$ cat src/rtl/spsm_defines.svh
`ifndef SPSM_DEFINES_SVH
`define SPSM_DEFINES_SVH

`define SPSM_CLK_HZ      40000000
`define SPSM_TICK_MS     1
`define SPSM_MS_PER_S    1000

`define SPSM_A_P0_PROTO  6'h00
`define SPSM_A_P0_PZD    6'h01
`define SPSM_A_P0_PKW    6'h02
`define SPSM_A_P0_BAUD   6'h03
`define SPSM_A_P0_ADDR   6'h04
`define SPSM_A_P0_FAIL   6'h05
`define SPSM_A_P0_PEER   6'h06
`define SPSM_A_P1_PROTO  6'h07
`define SPSM_A_P1_PZD    6'h08
`define SPSM_A_P1_PKW    6'h09
`define SPSM_A_STATUS    6'h0B
`define SPSM_A_MASK      6'h0C
`define SPSM_A_ACT0      6'h0D
`define SPSM_A_ACT1      6'h0E
`define SPSM_SLOT_FLD    5:4
`define SPSM_SLOT_PAGE   2'h1

`define SPSM_DIG_FN      3:0
`define SPSM_DIG_LEN     7:4
`define SPSM_DIG_PAR     11:8
`define SPSM_DIG_STOP    15:12
`define SPSM_DIG_MAX     4'h9
`define SPSM_LEN8        4'h8
`define SPSM_LEN9        4'h9
`define SPSM_PAR_ON      4'h1
`define SPSM_STOP1       4'h1
`define SPSM_STOP2       4'h2

`define SPSM_RST_P0_PROTO 16'h1180
`define SPSM_RST_P0_BAUD  16'h000A
`define SPSM_RST_P0_FAIL  16'h0001
`define SPSM_RST_P0_PEER  16'h0028
`define SPSM_RST_P1_PROTO 16'h1192
`define SPSM_RST_P1_PZD   16'h0003
`define SPSM_RST_P1_PKW   16'h0003

`define SPSM_PROTO_MIN   16'h1080
`define SPSM_PROTO_MAX   16'h2199
`define SPSM_PZD_MAX     16'h0010
`define SPSM_PKW_MIN     16'h0003
`define SPSM_PKW_MAX     16'h007F
`define SPSM_PKW_WORDS   2'h3
`define SPSM_BAUD_MIN    16'h0001
`define SPSM_BAUD_MAX    16'h000A
`define SPSM_ADDR_MAX    16'h001E
`define SPSM_FAIL_MAX    16'h0020
`define SPSM_PEER_MIN    16'h0028
`define SPSM_PEER_MAX    16'h2710
`define SPSM_CONN_MAX    16'h018F
`define SPSM_SLOTS       5'h10

`define SPSM_BAUD_R01    300
`define SPSM_BAUD_R02    600
`define SPSM_BAUD_R03    1200
`define SPSM_BAUD_R04    2400
`define SPSM_BAUD_R05    4800
`define SPSM_BAUD_R06    9600
`define SPSM_BAUD_R07    19200
`define SPSM_BAUD_R08    38400
`define SPSM_BAUD_R09    93750
`define SPSM_BAUD_R10    187500

`define SPSM_ST_TEL      0
`define SPSM_ST_PEER_A   1
`define SPSM_ST_PEER_B   2

`endif

$ cat src/rtl/spsm_pkg.sv
package spsm_pkg;
	typedef enum logic [3:0] {
		spsm_fn_none = 4'h0,
		spsm_fn_ext  = 4'h1,
		spsm_fn_addr = 4'h2,
		spsm_fn_p2p2 = 4'h4,
		spsm_fn_p2p4 = 4'h5,
		spsm_fn_diag = 4'h9
	} spsm_fn_t;
endpackage : spsm_pkg

$ cat src/rtl/spsm_top.sv
// Local design decisions: the register offsets and the strobed register port.
`timescale 1ns/1ps
`include "spsm_defines.svh"
// How it works
// - frame and baud settings go active only on a changed selector or reset
// - selector units digit picks port function; 3, 6, 7, 8 act as none
// - selector tens digit picks 8-bit or 9-bit frame
// - hundreds digit enables even parity, thousands digit picks stop bits
// - selector writes outside 1080..2199 are ignored; port 1 resets to 1192
// - baud codes 1..10 map to 300..187500 baud; port 0 resets to 10
// - process word count acts only in addressed mode, 0 to 16
// - received process words fill slots 0..15 in arrival order
// - each outgoing slot sends its own connector number, 0 to 399
// - parameter word setting 3..127 gives three words, addressed mode only
// - addressed mode answers only its own station address 0..30
// - addressed mode faults when no own telegram arrives within 1..32 s
// - peer modes fault when telegram gap exceeds 40..10000 ms
module spsm_top #(
	parameter int MS_CYCLES = `SPSM_CLK_HZ / `SPSM_MS_PER_S * `SPSM_TICK_MS
) (
	input  logic                 clk,
	input  logic                 rst_n,
	input  logic                 ce,
	input  logic [5:0]           reg_addr,
	input  logic [15:0]          reg_wdata,
	input  logic                 reg_wr,
	input  logic                 reg_rd,
	output logic [15:0]          reg_rdata,
	input  logic                 rx_word_valid,
	input  logic                 rx_word_first,
	input  logic [15:0]          rx_word,
	input  logic                 rx_tel_done,
	input  logic                 rx_tel_ok,
	input  logic [4:0]           rx_tel_addr,
	input  logic [3:0]           tx_word_index,
	output logic [8:0]           tx_connector,
	output spsm_pkg::spsm_fn_t   p0_fn,
	output logic                 p0_frame9,
	output logic                 p0_parity_en,
	output logic                 p0_two_stop,
	output logic [17:0]          p0_baud_div,
	output logic [4:0]           p0_pzd_count,
	output logic [1:0]           p0_pkw_count,
	output spsm_pkg::spsm_fn_t   p1_fn,
	output logic                 p1_frame9,
	output logic                 p1_parity_en,
	output logic                 p1_two_stop,
	output logic [4:0]           p1_pzd_count,
	output logic [1:0]           p1_pkw_count,
	output logic                 rx_slot_we,
	output logic [3:0]           rx_slot_index,
	output logic [15:0]          rx_slot_data,
	output logic                 tel_accept,
	output logic                 port0_telegram_fault,
	output logic                 peer_link_fault_a,
	output logic                 peer_link_fault_b,
	output logic                 irq
);
	localparam logic [17:0] DIV_TAB [16] = '{
		18'h0,
		18'(`SPSM_CLK_HZ / `SPSM_BAUD_R01),
		18'(`SPSM_CLK_HZ / `SPSM_BAUD_R02),
		18'(`SPSM_CLK_HZ / `SPSM_BAUD_R03),
		18'(`SPSM_CLK_HZ / `SPSM_BAUD_R04),
		18'(`SPSM_CLK_HZ / `SPSM_BAUD_R05),
		18'(`SPSM_CLK_HZ / `SPSM_BAUD_R06),
		18'(`SPSM_CLK_HZ / `SPSM_BAUD_R07),
		18'(`SPSM_CLK_HZ / `SPSM_BAUD_R08),
		18'(`SPSM_CLK_HZ / `SPSM_BAUD_R09),
		18'(`SPSM_CLK_HZ / `SPSM_BAUD_R10),
		18'h0, 18'h0, 18'h0, 18'h0, 18'h0
	};

	function automatic logic sel_ok(input logic [15:0] s);
		sel_ok = s >= `SPSM_PROTO_MIN && s <= `SPSM_PROTO_MAX
			&& (s[`SPSM_DIG_STOP] == `SPSM_STOP1 || s[`SPSM_DIG_STOP] == `SPSM_STOP2)
			&& s[`SPSM_DIG_PAR] <= `SPSM_PAR_ON
			&& (s[`SPSM_DIG_LEN] == `SPSM_LEN8 || s[`SPSM_DIG_LEN] == `SPSM_LEN9)
			&& s[`SPSM_DIG_FN] <= `SPSM_DIG_MAX;
	endfunction : sel_ok

	function automatic spsm_pkg::spsm_fn_t fn_dec(input logic [15:0] s);
		fn_dec = spsm_pkg::spsm_fn_none;
		if (s[`SPSM_DIG_FN] inside {spsm_pkg::spsm_fn_ext, spsm_pkg::spsm_fn_addr, spsm_pkg::spsm_fn_p2p2,
				spsm_pkg::spsm_fn_p2p4, spsm_pkg::spsm_fn_diag}) begin
			fn_dec = spsm_pkg::spsm_fn_t'(s[`SPSM_DIG_FN]);
		end
	endfunction : fn_dec

	function automatic logic [4:0] pzd_eff(input spsm_pkg::spsm_fn_t f, input logic [15:0] c);
		pzd_eff = (f == spsm_pkg::spsm_fn_addr) ? c[4:0] : 5'h0;
	endfunction : pzd_eff

	function automatic logic [1:0] pkw_eff(input spsm_pkg::spsm_fn_t f, input logic [15:0] c);
		pkw_eff = (f == spsm_pkg::spsm_fn_addr && c >= `SPSM_PKW_MIN) ? `SPSM_PKW_WORDS : 2'h0;
	endfunction : pkw_eff

	logic [15:0] p0_proto_q, p0_pzd_q, p0_pkw_q, p0_baud_q, p0_addr_q;
	logic [15:0] p0_fail_q, p0_peer_q, p1_proto_q, p1_pzd_q, p1_pkw_q;
	logic [15:0] p0_act_sel_q, p0_act_baud_q, p1_act_sel_q;
	logic [8:0]  slot_q [16];
	logic [2:0]  stat_q, mask_q, flt_q, exp_v, ev;
	logic [15:0] rdata_q, ms_cnt_q;
	logic        tick_q, tel_accept_q, we_q;
	logic [3:0]  idx_out_q;
	logic [15:0] data_out_q;
	logic [8:0]  conn_q;
	logic [4:0]  rx_idx_q, rx_use, rx_lim;
	logic        p0_p2p, tel_qual, peer_qual, exp_tel, exp_peer;
	logic        wr0;

	assign wr0 = ce && reg_wr;

	// configuration store; out-of-range writes leave the old value
	always_ff @(posedge clk or negedge rst_n) begin
		if (!rst_n) begin
			p0_proto_q <= `SPSM_RST_P0_PROTO;
			p0_pzd_q   <= 16'h0;
			p0_pkw_q   <= 16'h0;
			p0_baud_q  <= `SPSM_RST_P0_BAUD;
			p0_addr_q  <= 16'h0;
			p0_fail_q  <= `SPSM_RST_P0_FAIL;
			p0_peer_q  <= `SPSM_RST_P0_PEER;
			p1_proto_q <= `SPSM_RST_P1_PROTO;
			p1_pzd_q   <= `SPSM_RST_P1_PZD;
			p1_pkw_q   <= `SPSM_RST_P1_PKW;
			mask_q     <= 3'h0;
		end else if (wr0) begin
			case (reg_addr)
				`SPSM_A_P0_PROTO: if (sel_ok(reg_wdata)) p0_proto_q <= reg_wdata;
				`SPSM_A_P0_PZD:   if (reg_wdata <= `SPSM_PZD_MAX) p0_pzd_q <= reg_wdata;
				`SPSM_A_P0_PKW:   if (reg_wdata <= `SPSM_PKW_MAX) p0_pkw_q <= reg_wdata;
				`SPSM_A_P0_BAUD: begin
					if (reg_wdata >= `SPSM_BAUD_MIN && reg_wdata <= `SPSM_BAUD_MAX) p0_baud_q <= reg_wdata;
				end
				`SPSM_A_P0_ADDR:  if (reg_wdata <= `SPSM_ADDR_MAX) p0_addr_q <= reg_wdata;
				`SPSM_A_P0_FAIL:  if (reg_wdata <= `SPSM_FAIL_MAX) p0_fail_q <= reg_wdata;
				`SPSM_A_P0_PEER: begin
					if (reg_wdata >= `SPSM_PEER_MIN && reg_wdata <= `SPSM_PEER_MAX) p0_peer_q <= reg_wdata;
				end
				`SPSM_A_P1_PROTO: if (sel_ok(reg_wdata)) p1_proto_q <= reg_wdata;
				`SPSM_A_P1_PZD:   if (reg_wdata <= `SPSM_PZD_MAX) p1_pzd_q <= reg_wdata;
				`SPSM_A_P1_PKW:   if (reg_wdata <= `SPSM_PKW_MAX) p1_pkw_q <= reg_wdata;
				`SPSM_A_MASK:     mask_q <= reg_wdata[2:0];
				default: ;
			endcase
		end
	end

	always_ff @(posedge clk or negedge rst_n) begin
		if (!rst_n) begin
			for (int i = 0; i < 16; i++) begin
				slot_q[i] <= 9'h0;
			end
		end else if (wr0 && reg_addr[`SPSM_SLOT_FLD] == `SPSM_SLOT_PAGE && reg_wdata <= `SPSM_CONN_MAX) begin
			slot_q[reg_addr[3:0]] <= reg_wdata[8:0];
		end
	end

	// the baud code is copied only here, so an edit alone never disturbs a live link
	always_ff @(posedge clk or negedge rst_n) begin
		if (!rst_n) begin
			p0_act_sel_q  <= `SPSM_RST_P0_PROTO;
			p0_act_baud_q <= `SPSM_RST_P0_BAUD;
			p1_act_sel_q  <= `SPSM_RST_P1_PROTO;
		end else if (wr0) begin
			if (reg_addr == `SPSM_A_P0_PROTO && sel_ok(reg_wdata) && reg_wdata != p0_proto_q) begin
				p0_act_sel_q  <= reg_wdata;
				p0_act_baud_q <= p0_baud_q;
			end
			if (reg_addr == `SPSM_A_P1_PROTO && sel_ok(reg_wdata) && reg_wdata != p1_proto_q) begin
				p1_act_sel_q <= reg_wdata;
			end
		end
	end

	assign p0_fn        = fn_dec(p0_act_sel_q);
	assign p0_frame9    = p0_act_sel_q[`SPSM_DIG_LEN] == `SPSM_LEN9;
	assign p0_parity_en = p0_act_sel_q[`SPSM_DIG_PAR] == `SPSM_PAR_ON;
	assign p0_two_stop  = p0_act_sel_q[`SPSM_DIG_STOP] == `SPSM_STOP2;
	assign p0_baud_div  = DIV_TAB[p0_act_baud_q[3:0]];
	assign p1_fn        = fn_dec(p1_act_sel_q);
	assign p1_frame9    = p1_act_sel_q[`SPSM_DIG_LEN] == `SPSM_LEN9;
	assign p1_parity_en = p1_act_sel_q[`SPSM_DIG_PAR] == `SPSM_PAR_ON;
	assign p1_two_stop  = p1_act_sel_q[`SPSM_DIG_STOP] == `SPSM_STOP2;
	assign p0_pzd_count = pzd_eff(p0_fn, p0_pzd_q);
	assign p0_pkw_count = pkw_eff(p0_fn, p0_pkw_q);
	assign p1_pzd_count = pzd_eff(p1_fn, p1_pzd_q);
	assign p1_pkw_count = pkw_eff(p1_fn, p1_pkw_q);
	assign p0_p2p       = p0_fn == spsm_pkg::spsm_fn_p2p2 || p0_fn == spsm_pkg::spsm_fn_p2p4;

	// outgoing slot lookup, one cycle behind the index
	always_ff @(posedge clk or negedge rst_n) begin
		if (!rst_n) begin
			conn_q <= 9'h0;
		end else if (ce) begin
			conn_q <= (p0_fn == spsm_pkg::spsm_fn_addr || p0_p2p) ? slot_q[tx_word_index] : 9'h0;
		end
	end
	assign tx_connector = conn_q;

	// received word delivery; words past the active count are dropped
	assign rx_lim = (p0_fn == spsm_pkg::spsm_fn_addr) ? p0_pzd_count : (p0_p2p ? `SPSM_SLOTS : 5'h0);
	assign rx_use = rx_word_first ? 5'h0 : rx_idx_q;

	always_ff @(posedge clk or negedge rst_n) begin
		if (!rst_n) begin
			rx_idx_q   <= 5'h0;
			we_q       <= 1'b0;
			idx_out_q  <= 4'h0;
			data_out_q <= 16'h0;
		end else if (ce) begin
			we_q <= 1'b0;
			if (rx_word_valid) begin
				if (rx_use < rx_lim) begin
					we_q       <= 1'b1;
					idx_out_q  <= rx_use[3:0];
					data_out_q <= rx_word;
				end
				if (rx_use != `SPSM_SLOTS) begin
					rx_idx_q <= rx_use + 5'h1;
				end
			end
		end
	end
	assign rx_slot_we    = we_q;
	assign rx_slot_index = idx_out_q;
	assign rx_slot_data  = data_out_q;

	// millisecond tick shared by both supervisors
	always_ff @(posedge clk or negedge rst_n) begin
		if (!rst_n) begin
			ms_cnt_q <= 16'h0;
			tick_q   <= 1'b0;
		end else if (ce) begin
			tick_q <= ms_cnt_q == 16'(MS_CYCLES - 1);
			ms_cnt_q <= (ms_cnt_q == 16'(MS_CYCLES - 1)) ? 16'h0 : ms_cnt_q + 16'h1;
		end
	end

	assign tel_qual  = rx_tel_done && rx_tel_ok && p0_fn == spsm_pkg::spsm_fn_addr
		&& rx_tel_addr == p0_addr_q[4:0];
	assign peer_qual = rx_tel_done && rx_tel_ok && p0_p2p;

	always_ff @(posedge clk or negedge rst_n) begin
		if (!rst_n) begin
			tel_accept_q <= 1'b0;
		end else if (ce) begin
			tel_accept_q <= tel_qual;
		end
	end
	assign tel_accept = tel_accept_q;

	spsm_sup_timer u_tel_timer (
		.clk     (clk),
		.rst_n   (rst_n),
		.ce      (ce),
		.tick    (tick_q),
		.run     (p0_fn == spsm_pkg::spsm_fn_addr && p0_fail_q != 16'h0),
		.restart (tel_qual),
		.limit   (15'(p0_fail_q * `SPSM_MS_PER_S)),
		.expired (exp_tel)
	);

	spsm_sup_timer u_peer_timer (
		.clk     (clk),
		.rst_n   (rst_n),
		.ce      (ce),
		.tick    (tick_q),
		.run     (p0_p2p),
		.restart (peer_qual),
		.limit   (p0_peer_q[14:0]),
		.expired (exp_peer)
	);

	// fault levels and their rising-edge events; a new event beats a clearing read
	assign exp_v = {exp_peer && p0_fn == spsm_pkg::spsm_fn_p2p4, exp_peer && p0_fn == spsm_pkg::spsm_fn_p2p2, exp_tel};
	assign ev    = exp_v & ~flt_q;

	always_ff @(posedge clk or negedge rst_n) begin
		if (!rst_n) begin
			flt_q  <= 3'h0;
			stat_q <= 3'h0;
		end else if (ce) begin
			flt_q  <= exp_v;
			stat_q <= ((reg_rd && reg_addr == `SPSM_A_STATUS) ? 3'h0 : stat_q) | ev;
		end
	end
	assign port0_telegram_fault = flt_q[`SPSM_ST_TEL];
	assign peer_link_fault_a    = flt_q[`SPSM_ST_PEER_A];
	assign peer_link_fault_b    = flt_q[`SPSM_ST_PEER_B];
	assign irq                  = |(stat_q & mask_q);

	always_ff @(posedge clk or negedge rst_n) begin
		if (!rst_n) begin
			rdata_q <= 16'h0;
		end else if (ce) begin
			rdata_q <= 16'h0;
			if (reg_rd) begin
				case (reg_addr)
					`SPSM_A_P0_PROTO: rdata_q <= p0_proto_q;
					`SPSM_A_P0_PZD:   rdata_q <= p0_pzd_q;
					`SPSM_A_P0_PKW:   rdata_q <= p0_pkw_q;
					`SPSM_A_P0_BAUD:  rdata_q <= p0_baud_q;
					`SPSM_A_P0_ADDR:  rdata_q <= p0_addr_q;
					`SPSM_A_P0_FAIL:  rdata_q <= p0_fail_q;
					`SPSM_A_P0_PEER:  rdata_q <= p0_peer_q;
					`SPSM_A_P1_PROTO: rdata_q <= p1_proto_q;
					`SPSM_A_P1_PZD:   rdata_q <= p1_pzd_q;
					`SPSM_A_P1_PKW:   rdata_q <= p1_pkw_q;
					`SPSM_A_STATUS:   rdata_q <= {13'h0, stat_q};
					`SPSM_A_MASK:     rdata_q <= {13'h0, mask_q};
					`SPSM_A_ACT0:     rdata_q <= p0_act_sel_q;
					`SPSM_A_ACT1:     rdata_q <= p1_act_sel_q;
					default: begin
						if (reg_addr[`SPSM_SLOT_FLD] == `SPSM_SLOT_PAGE) rdata_q <= {7'h0, slot_q[reg_addr[3:0]]};
					end
				endcase
			end
		end
	end
	assign reg_rdata = rdata_q;

	a_baud_defer: assert property (@(posedge clk) disable iff (!rst_n)
		wr0 && reg_addr == `SPSM_A_P0_BAUD |=> $stable(p0_act_baud_q) && $stable(p0_baud_div))
		else $error("baud edit changed the active baud");
	a_sel_reject: assert property (@(posedge clk) disable iff (!rst_n)
		wr0 && reg_addr == `SPSM_A_P0_PROTO && !sel_ok(reg_wdata) |=> $stable(p0_proto_q) && $stable(p0_act_sel_q))
		else $error("invalid selector was taken");
	a_fn_apply: assert property (@(posedge clk) disable iff (!rst_n)
		wr0 && reg_addr == `SPSM_A_P0_PROTO && sel_ok(reg_wdata) && reg_wdata != p0_proto_q
		|=> p0_fn == fn_dec($past(reg_wdata)) && p0_act_baud_q == $past(p0_baud_q))
		else $error("selector change did not apply");
	a_frame_len: assert property (@(posedge clk) disable iff (!rst_n)
		wr0 && reg_addr == `SPSM_A_P0_PROTO && sel_ok(reg_wdata) && reg_wdata != p0_proto_q
		&& reg_wdata[`SPSM_DIG_LEN] == `SPSM_LEN9 |=> p0_frame9)
		else $error("9-bit frame not selected");
	a_par_stop: assert property (@(posedge clk) disable iff (!rst_n)
		wr0 && reg_addr == `SPSM_A_P0_PROTO && sel_ok(reg_wdata) && reg_wdata != p0_proto_q
		&& reg_wdata[`SPSM_DIG_PAR] == `SPSM_PAR_ON && reg_wdata[`SPSM_DIG_STOP] == `SPSM_STOP2
		|=> p0_parity_en && p0_two_stop)
		else $error("parity or stop bits wrong");
	a_baud_map: assert property (@(posedge clk) disable iff (!rst_n)
		p0_act_baud_q == `SPSM_BAUD_MAX |-> p0_baud_div == 18'(`SPSM_CLK_HZ / `SPSM_BAUD_R10))
		else $error("baud divisor mismatch");
	a_pzd_gate: assert property (@(posedge clk) disable iff (!rst_n)
		p0_fn != spsm_pkg::spsm_fn_addr |-> p0_pzd_count == 5'h0 && p0_pkw_count == 2'h0)
		else $error("word counts active outside addressed mode");
	a_pkw_three: assert property (@(posedge clk) disable iff (!rst_n)
		p0_fn == spsm_pkg::spsm_fn_addr && p0_pkw_q >= `SPSM_PKW_MIN |-> p0_pkw_count == `SPSM_PKW_WORDS)
		else $error("parameter word count not three");
	a_slot_first: assert property (@(posedge clk) disable iff (!rst_n)
		ce && rx_word_valid && rx_word_first && rx_lim != 5'h0
		|=> rx_slot_we && rx_slot_index == 4'h0 && rx_slot_data == $past(rx_word))
		else $error("first word not in first slot");
	a_addr_only: assert property (@(posedge clk) disable iff (!rst_n)
		tel_accept |-> $past(p0_addr_q) == {11'h0, $past(rx_tel_addr)})
		else $error("accepted a foreign station address");
	a_tel_fault: assert property (@(posedge clk) disable iff (!rst_n)
		ce && exp_tel && !flt_q[`SPSM_ST_TEL] |=> stat_q[`SPSM_ST_TEL] && port0_telegram_fault)
		else $error("telegram timeout not flagged");
	a_peer_fault: assert property (@(posedge clk) disable iff (!rst_n)
		ce && exp_peer && p0_fn == spsm_pkg::spsm_fn_p2p2 && !flt_q[`SPSM_ST_PEER_A]
		|=> stat_q[`SPSM_ST_PEER_A] && peer_link_fault_a)
		else $error("peer timeout not flagged");
endmodule : spsm_top

$ cat src/rtl/spsm_sup_timer.sv
`timescale 1ns/1ps
module spsm_sup_timer (
	input  logic        clk,
	input  logic        rst_n,
	input  logic        ce,
	input  logic        tick,
	input  logic        run,
	input  logic        restart,
	input  logic [14:0] limit,
	output logic        expired
);
	logic [14:0] cnt_q;

	always_ff @(posedge clk or negedge rst_n) begin
		if (!rst_n) begin
			cnt_q <= 15'h0;
		end else if (ce) begin
			if (!run || restart) begin
				cnt_q <= 15'h0;
			end else if (tick && !expired) begin
				cnt_q <= cnt_q + 15'h1;
			end
		end
	end

	// saturates at the limit, so the fault level holds until a telegram restarts it, run drops or the limit is raised
	assign expired = run && (cnt_q >= limit);

	a_restart_clears: assert property (@(posedge clk) disable iff (!rst_n)
		ce && run && restart && limit != 15'h0 ##1 $stable(limit) && run |-> !expired)
		else $error("timer still expired after restart");
endmodule : spsm_sup_timer

$ cat config.mk
export PLATFORM = sky130hd
export DESIGN_NAME = spsm_top
export DESIGN_NICKNAME = d
export VERILOG_FILES = /design/src/rtl/spsm_pkg.sv /design/src/rtl/spsm_top.sv /design/src/rtl/spsm_sup_timer.sv
export VERILOG_INCLUDE_DIRS = /design/src /design/src/rtl
export SDC_FILE = /design/constraint.sdc
export NUM_CORES = 1
export LEC_CHECK = 0
export BUFFER_PORTS_ARGS = -buffer_cell sky130_fd_sc_hd__buf_2
export CORE_MARGIN = 2
export CORE_UTILIZATION = 51
export DETAILED_ROUTE_END_ITERATION = 16
export HOLD_SLACK_MARGIN = 0.08
export PLACE_DENSITY = 0.67
export SETUP_SLACK_MARGIN = 0.05
export SLEW_MARGIN = 25
export SYNTH_ARGS = -nofsm -noshare
export SYNTH_HDL_FRONTEND = slang
export SYNTH_SLANG_ARGS = --single-unit
$ cat constraint.sdc
create_clock -name clk -period 9.7 [get_ports clk]
set_input_delay 0.485 -clock clk [delete_from_list [all_inputs] [get_ports clk]]
set_output_delay 0.485 -clock clk [all_outputs]
set_load 0.1 [all_outputs]
== Word-level counts from Yosys, hierarchy flattened ==
Memories as Yosys holds them, arrays and structs flattened.
Index checks and enable logic that the tools add are counted.
Operators by class
  reductions and logical operators: 63
  multipliers: 1
  bitwise gates (word level): 7
  mux-type cells: 32
  shifts and indexed selects: 0
  order comparisons: 22
  eq/ne operators: 43
  divide/modulo/power cells: 0
  add/sub/neg operators: 4
Operator list (count)
  one-hot mux 16 bit (14 select lines): 1
  bitwise mux 144 bit: 1
  binary-select mux 9 bit (select 4 bit): 2
  2-to-1 mux 9 bit: 7
  2-to-1 mux 15 bit: 4
  demux 9 bit (select 4 bit): 1
  == test 6 x 4 -> 1 bit, second input constant: 6
  2-to-1 mux 18 bit: 2
  AND reduction 3 bit: 12
  >= comparator 16 x 2 -> 1 bit, second input constant: 2
  less-or-equal comparator 16 x 14 -> 1 bit, second input constant: 2
  less-or-equal comparator 16 x 5 -> 1 bit, second input constant: 2
  2-to-1 mux 16 bit: 2
  inequality test 16 bit: 2
  adder 15 x 1 -> 15 bit, second input constant: 2
  >= comparator 15 bit: 2
  logical AND 1 bit: 29
  == test 4 x 2 -> 1 bit, second input constant: 7
  2-to-1 mux 5 bit: 5
  == test 4 x 3 -> 1 bit, second input constant: 6
  == test 4 bit, second input constant: 6
  == test 6 x 3 -> 1 bit, second input constant: 4
  == test 4 x 1 -> 1 bit, second input constant: 5
  adder 16 x 1 -> 16 bit, second input constant: 1
  other kinds (36): 59
Word-level totals
  logic and storage cells: 216
  input port bits: 56
  memories kept: 1
  bits in latches: 0
  ROM bits: 288
  register bits after elaboration: 448
  RAM bits: 0
Memory list
  (no name shown): depth 16, width 18, rd ports 1, clocked after Yosys merged registers in 0, write ports 0, line spsm_top.sv:181  | assign p0_baud_div = DIV_TAB[p0_act_baud_q[3:0]];

== Longest topological paths before layout ==
  word-level depth: 10
  gate-level depth with buffers: 22
  mapped depth without buffers: 21

== Modules after synthesis ==
From an unflattened synthesis, not the netlist that was laid out.
Second synthesis, totals
  cells, all modules: 2005
  area total of the unflattened synthesis: 24247.0 um^2
Modules (own cells, without submodules)
  spsm_top: seq. area each 10493.8 um^2, times used 1, area each 21536.9 um^2, cells each 1673
  spsm_sup_timer: seq. area each 375.4 um^2, times used 2, area each 1355.0 um^2, cells each 166

== Worst setup path before layout ==
No wires, ideal clock.
  path type: reg-to-output
  from: reg p1_act_sel_q[1]
  to: out p1_pkw_count[1]
  slack: 2.948 ns
  arrival time: 6.267 ns
  stages on the path, launching flop included: 5
  path through: dfstp_2 > nor4b_1 > inv_1 > a31oi_1 > buf_4
On the way
  longest elaborated chain between the ends: 6
  elaborated cells between the ends (all ways): 10
Ends and longest elaborated chain
  start, declared: line spsm_top.sv:100  | logic [15:0] p0_act_sel_q, p0_act_baud_q, p1_act_sel_q;
  start signal, assigned: line spsm_top.sv:165  | p1_act_sel_q <= `SPSM_RST_P1_PROTO;
  start signal, assigned: line spsm_top.sv:172  | p1_act_sel_q <= reg_wdata;
  == test 4 x 1 -> 1 bit (tied with other cells): line spsm_top.sv:84  | if (s[`SPSM_DIG_FN] inside {spsm_pkg::spsm_fn_ext, spsm_pkg::spsm_fn_addr, spsm_pkg::spsm_fn_p2p2,
  nonzero test 5 bit: line spsm_top.sv:84
  2-to-1 mux 4 bit (*): line spsm_top.sv:84
  via p1_fn[1]: line spsm_top.sv:44  | output spsm_pkg::spsm_fn_t p1_fn,
  == test 4 x 2 -> 1 bit (*): line spsm_top.sv:95  | pkw_eff = (f == spsm_pkg::spsm_fn_addr && c >= `SPSM_PKW_MIN) ? `SPSM_PKW_WORDS : 2'h0;
  logical AND 1 bit (no source line) (*)
  2-to-1 mux 2 bit (*): line spsm_top.sv:95
  end, declared: line spsm_top.sv:49  | output logic [1:0] p1_pkw_count,
Mark *: on every way through the listed nets, which the timed path passes. The rest lies on a longest branch.

== Worst setup path in the final report ==
  from: reg p0_fail_q[2]
  to: reg u_tel_timer.cnt_q[12]
On the way
  longest elaborated chain between the ends: 7
  elaborated cells between the ends (all ways): 12
Ends and longest elaborated chain
  start, declared: line spsm_top.sv:99  | logic [15:0] p0_fail_q, p0_peer_q, p1_proto_q, p1_pzd_q, p1_pkw_q;
  start signal, assigned: line spsm_top.sv:122  | p0_fail_q <= `SPSM_RST_P0_FAIL;
  start signal, assigned: line spsm_top.sv:137  | `SPSM_A_P0_FAIL: if (reg_wdata <= `SPSM_FAIL_MAX) p0_fail_q <= reg_wdata;
  multiplier 16 x 7 -> 12 bit (no source line) / nonzero test 16 bit (equally long branches)
  >= comparator 15 bit / logical AND 1 bit (equally long branches): line spsm_sup_timer.sv:27, spsm_top.sv:259
  logical AND 1 bit: line spsm_sup_timer.sv:27  | assign expired = run && (cnt_q >= limit);
  zero test 1 bit: line spsm_sup_timer.sv:20  | end else if (tick && !expired) begin
  logical AND 1 bit: line spsm_sup_timer.sv:20
  nonzero test 2 bit (no source line)
  AND reduction 2 bit (no source line)
  end signal, assigned: line spsm_sup_timer.sv:21  | cnt_q <= cnt_q + 15'h1;
  end, declared: line spsm_sup_timer.sv:12  | logic [14:0] cnt_q;
Several ways; a longest one is shown, not always the timed one.
A chain may end at the register's enable or synchronous reset.

==> run_results.csv <==
group,metric,value,unit
route,drc,0,
timing,hold_viol,0,
pwr,power_density,167.6,mW/mm2
placed_design,place_congestion,0.8821,
die,core_area,0.04636,mm2
placed_design,dpl.hpwl,45830,um
timing,finClkSkew,0.02920,ns
setup_path,cp_cell_sequence,"inv_1 > fa_1 > fa_1 > fa_1 > fa_1 > inv_1 > ha_1 > nand2_1 > o21ai_0 > o41ai_1 > xor2_1 > ha_1 > a21oi_1 > o22ai_1 > a211oi_1 > nor2_2 > or4_1 > a21oi_1",
synth,ys_warn_count,0,
route,viasPerCell,6.185,
timing,slew_viol_final,0,
synth,ys.flop_type,"dfrtp_1",
timing,rsz0062_at_grt,"no",
synth,synthDistinctLibCells,87,
route,avgRoutedWirePerCell,24.80,um
cells_and_area,multiInputGateArea,0.01175,mm2
setup_path,critPathBufInv,2,
clock_network,cts_setup_buffers,0,
grt,antenna_found_initial,3,
worst_hold_path,hold_class,"primary input to register",
setup_path,crit_path_top_delay_cell,"dfrtp_1",
die,fp.dieH,220.2,um
pwr,p_total,4.485,mW
grt,grt_remaining_overflow,0,
timing,fin_crit_sh,59.90,%
synth,async_flop_share,100.0,%
run_status,status,"complete, no violations",
timing,tightest_slew,1.062,ns
timing,final.min_clock_period,5.810,ns
die,fp-row-count,79,
pwr,ir_drop,205.4,uV
pwr,seqPwrFrac,44.0,%
synth,syn_nets,2114,
setup_path,path_common_cell,"fa_1",
setup_path,slowest_delay,0.54,ns
synth,syn-instance-count,1966,
pwr,p_clk_share,42.3,%
setup_path,worstPathRequired,10.21,ns
timing,setup_violations,0,
setup_path,crit_arrival,6.32,ns
clock_network,cts_root_buf,"clkbuf_16",
timing,fin_setup_tns,0,ns
grt,gr-usage-all-layers,28.52,%
pwr,p_leak,12.78,nW
setup_path,endpoint_kind,"register",
clock_network,cts_tree,"built",
route,first_pass_iters,5,
cells_and_area,drive_above_1_share,31.02,%
cells_and_area,stdcell_count,2728,
placed_design,numPortBuffers,152,
synth,synth-edff-count,0,
synth,syn_area_per_cell,12.12,um2
setup_path,cp_top_family,"adder cells",
clock_network,clk_latency,0.61,ns
cells_and_area,regArea,0.01124,mm2
timing,fmax,172.1,MHz
clock_network,htree_levels,2,
pwr,p_comb_share,13.7,%
setup_path,path_max_fanout,19,
route,antenna_left,0,
clock_network,clock-sinks,448,
grt,grt_pass1_vias,17031,
clock_network,clk_pin_slew,0.06,ns
setup_path,critPathKind,"register to register",
run,cap_viol_max_count,0,
clock_network,hold_buffers,1,
clock_network,clockBufferDepth,3,
die,ioPinCount,153,
placed_design,dp.cells,2635,
route,routed_wirelength,67640,um
cells_and_area,nets,2228,
setup_path,startpoint_type,"register",
timing,max-slew-margin-rel,29.00,%
pwr,netSwitchingFraction,29.67,%
synth,yosysSeqAreaShare,47.18,%
die,die_x,220.2,um
synth,yosys_register_bits,448,
grt,grt_start_max_net_pins,154,
grt,grt_pass1_wl,103400,um
pwr,power_switching,1.331,mW
die,start_util,51.41,%
cells_and_area,area_delta_synth_final,12.24,%
route,drtIter0Drc,1462,
route,vias,16872,
clock_network,numCtsBuffers,49,
die,dieArea,0.04848,mm2
pwr,p_int,3.154,mW
clock_network,cts_resized,0,
synth,syn-cell-area,0.02383,mm2
cells_and_area,fillCellCount,3784,
cells_and_area,antenna-diode-count,0,
[synthesized netlist by cell type, drive strengths merged (4+ instances only)]
cell type | count | area, um2
xor2 | 50 | 437.9
nor3b | 9 | 72.57
nand3 | 36 | 180.2
o311ai | 5 | 43.79
mux4 | 88 | 1982
dfstp | 27 | 709.4
o31ai | 7 | 57.55
ha | 69 | 863.3
a211oi | 5 | 37.54
or2 | 15 | 93.84
or4b | 6 | 63.81
nand2b | 21 | 131.4
mux2i | 10 | 100.1
nand4 | 30 | 187.7
nor4b | 5 | 43.79
nor4 | 21 | 161.4
buf | 47 | 255.2
or4 | 10 | 78.82
and2 | 62 | 387.9
o21a | 4 | 30.03
o41ai | 11 | 96.34
nor2b | 68 | 425.4
xnor2 | 18 | 157.7
o2bb2ai | 16 | 140.1
a21oi | 43 | 219.0
clkbuf | 67 | 254.0
nand2 | 117 | 446.7
or3 | 10 | 62.56
fa | 23 | 460.4
o21ai | 55 | 297.8
nor3 | 28 | 173.9
a22oi | 97 | 728.2
inv | 104 | 390.4
o211ai | 10 | 75.07
mux2 | 247 | 2781
nor2 | 55 | 226.5
and3 | 9 | 56.30
dfrtp | 421 | 10540
[worst register-to-register path: cells and delay by family (launching register included)]
| kind | cells | cell delay [ns] |
|---|---|---|
| adder cells (fa/ha/maj) | 6 | 2.65 |
| buffers and inverters | 2 | 0.18 |
| flip-flops | 1 | 0.54 |
| XOR/XNOR | 1 | 0.20 |
| AO/OA/AOI/OAI | 6 | 1.31 |
| AND/OR/NAND/NOR | 3 | 0.86 |
[cells by family after synthesis]
group           count (synthesis)  share of synthesized area (%)
simple gates                  511                          12.06
flops                         448                          47.18
mux                           345                          20.41
compound gates                284                          8.531
buf+inv                       218                          3.774
fa+ha+maj                      92                          5.554
xor+xnor                       68                          2.499
[final cells by class]
type,instances,area share [%]
clock inverters,20,0.8092
inverters,104,1.459
clock buffers,72,5.281
repair buffers,177,3.667
multi-input cells,1300,43.91
well taps,607,2.839
flip-flops and latches,448,42.03
[power groups by stage]
stage / clock [mW] / combinational [mW] / sequential (mW)
4_1_cts: 1.92 / 0.616 / 1.97
2_1_floorplan: 0 / 0.161 / 2.30
3_5_place_dp: 0 / 0.616 / 2.01
3_3_place_gp: 0 / 0.611 / 2.00
5_1_grt: 2.00 / 0.647 / 1.98
6_report: 1.90 / 0.613 / 1.97
[through the flow]
stage	worst slack, ns	hold WS (ns)	cell area (um2)	utilization [%]
3_3_place_gp	4.050	0.4605	25090	54.13
4_1_cts	3.844	0.09247	26740	57.68
3_5_place_dp	3.888	0.4683	25100	54.14
5_1_grt	3.521	0.1092	26750	57.70
6_report	3.890	0.1167	26750	57.70
2_1_floorplan	2.948	0.1894	23830	-
[worst paths after layout]
check                              start               endpoint  slack (ns)  depth (start not counted)
max in group asynchronous          rst_n             slot_q[54]        7.32                          4
setup reg to reg            p0_fail_q[2]  u_tel_timer.cnt_q[12]        3.89                         18
min in group asynchronous          rst_n          reg_rdata[12]        0.48                          2
setup / recovery            p0_fail_q[2]  u_tel_timer.cnt_q[12]        3.89                         18
hold / removal                rx_word[2]        rx_slot_data[2]        0.12                          2
hold reg to reg            reg_rdata[15]          reg_rdata[15]        0.48                          1
[sequential cells by signal, summed over array words and instances, names as in the netlist, 4 cells and up]
| name | cells |
|---|---|
| p0_act_baud_q | 4 |
| slot_q | 144 |
| p1_pzd_q | 16 |
| u_tel_timer.cnt_q | 15 |
| p0_proto_q | 16 |
| p0_fail_q | 16 |
| p0_pkw_q | 16 |
| u_peer_timer.cnt_q | 15 |
| p0_peer_q | 16 |
| tx_connector | 9 |
| rx_slot_index | 4 |
| p1_act_sel_q | 16 |
| reg_rdata | 16 |
| ms_cnt_q | 16 |
| p0_addr_q | 16 |
| rx_idx_q | 5 |
| p0_baud_q | 16 |
| p0_act_sel_q | 16 |
| p1_proto_q | 16 |
| p0_pzd_q | 16 |
| p1_pkw_q | 16 |
| rx_slot_data | 16 |
[cell usage in the layout, fill, tap and decap left out, types with 50 or more instances in the layout]
cell type,instances
nand2_1,116
mux4_2,88
mux2_2,238
xor2_1,50
a22oi_1,97
nor2b_1,68
dfrtp_1,421
buf_2,151
inv_1,102
and2_1,62
ha_1,69
[layer usage]
| metal | global-route usage (%) | up-vias | part of all wire [%] |
|---|---|---|---|
| met5 | 0 | - | 0.055 |
| met4 | 12.55 | 6 | 4.5 |
| met3 | 5.292 | 171 | 6.3 |
| met2 | 45.83 | 602 | 48 |
| met1 | 38.04 | 8693 | 42 |
| li1 | - | 7400 | - |
(Power assumes the default switching activity.)
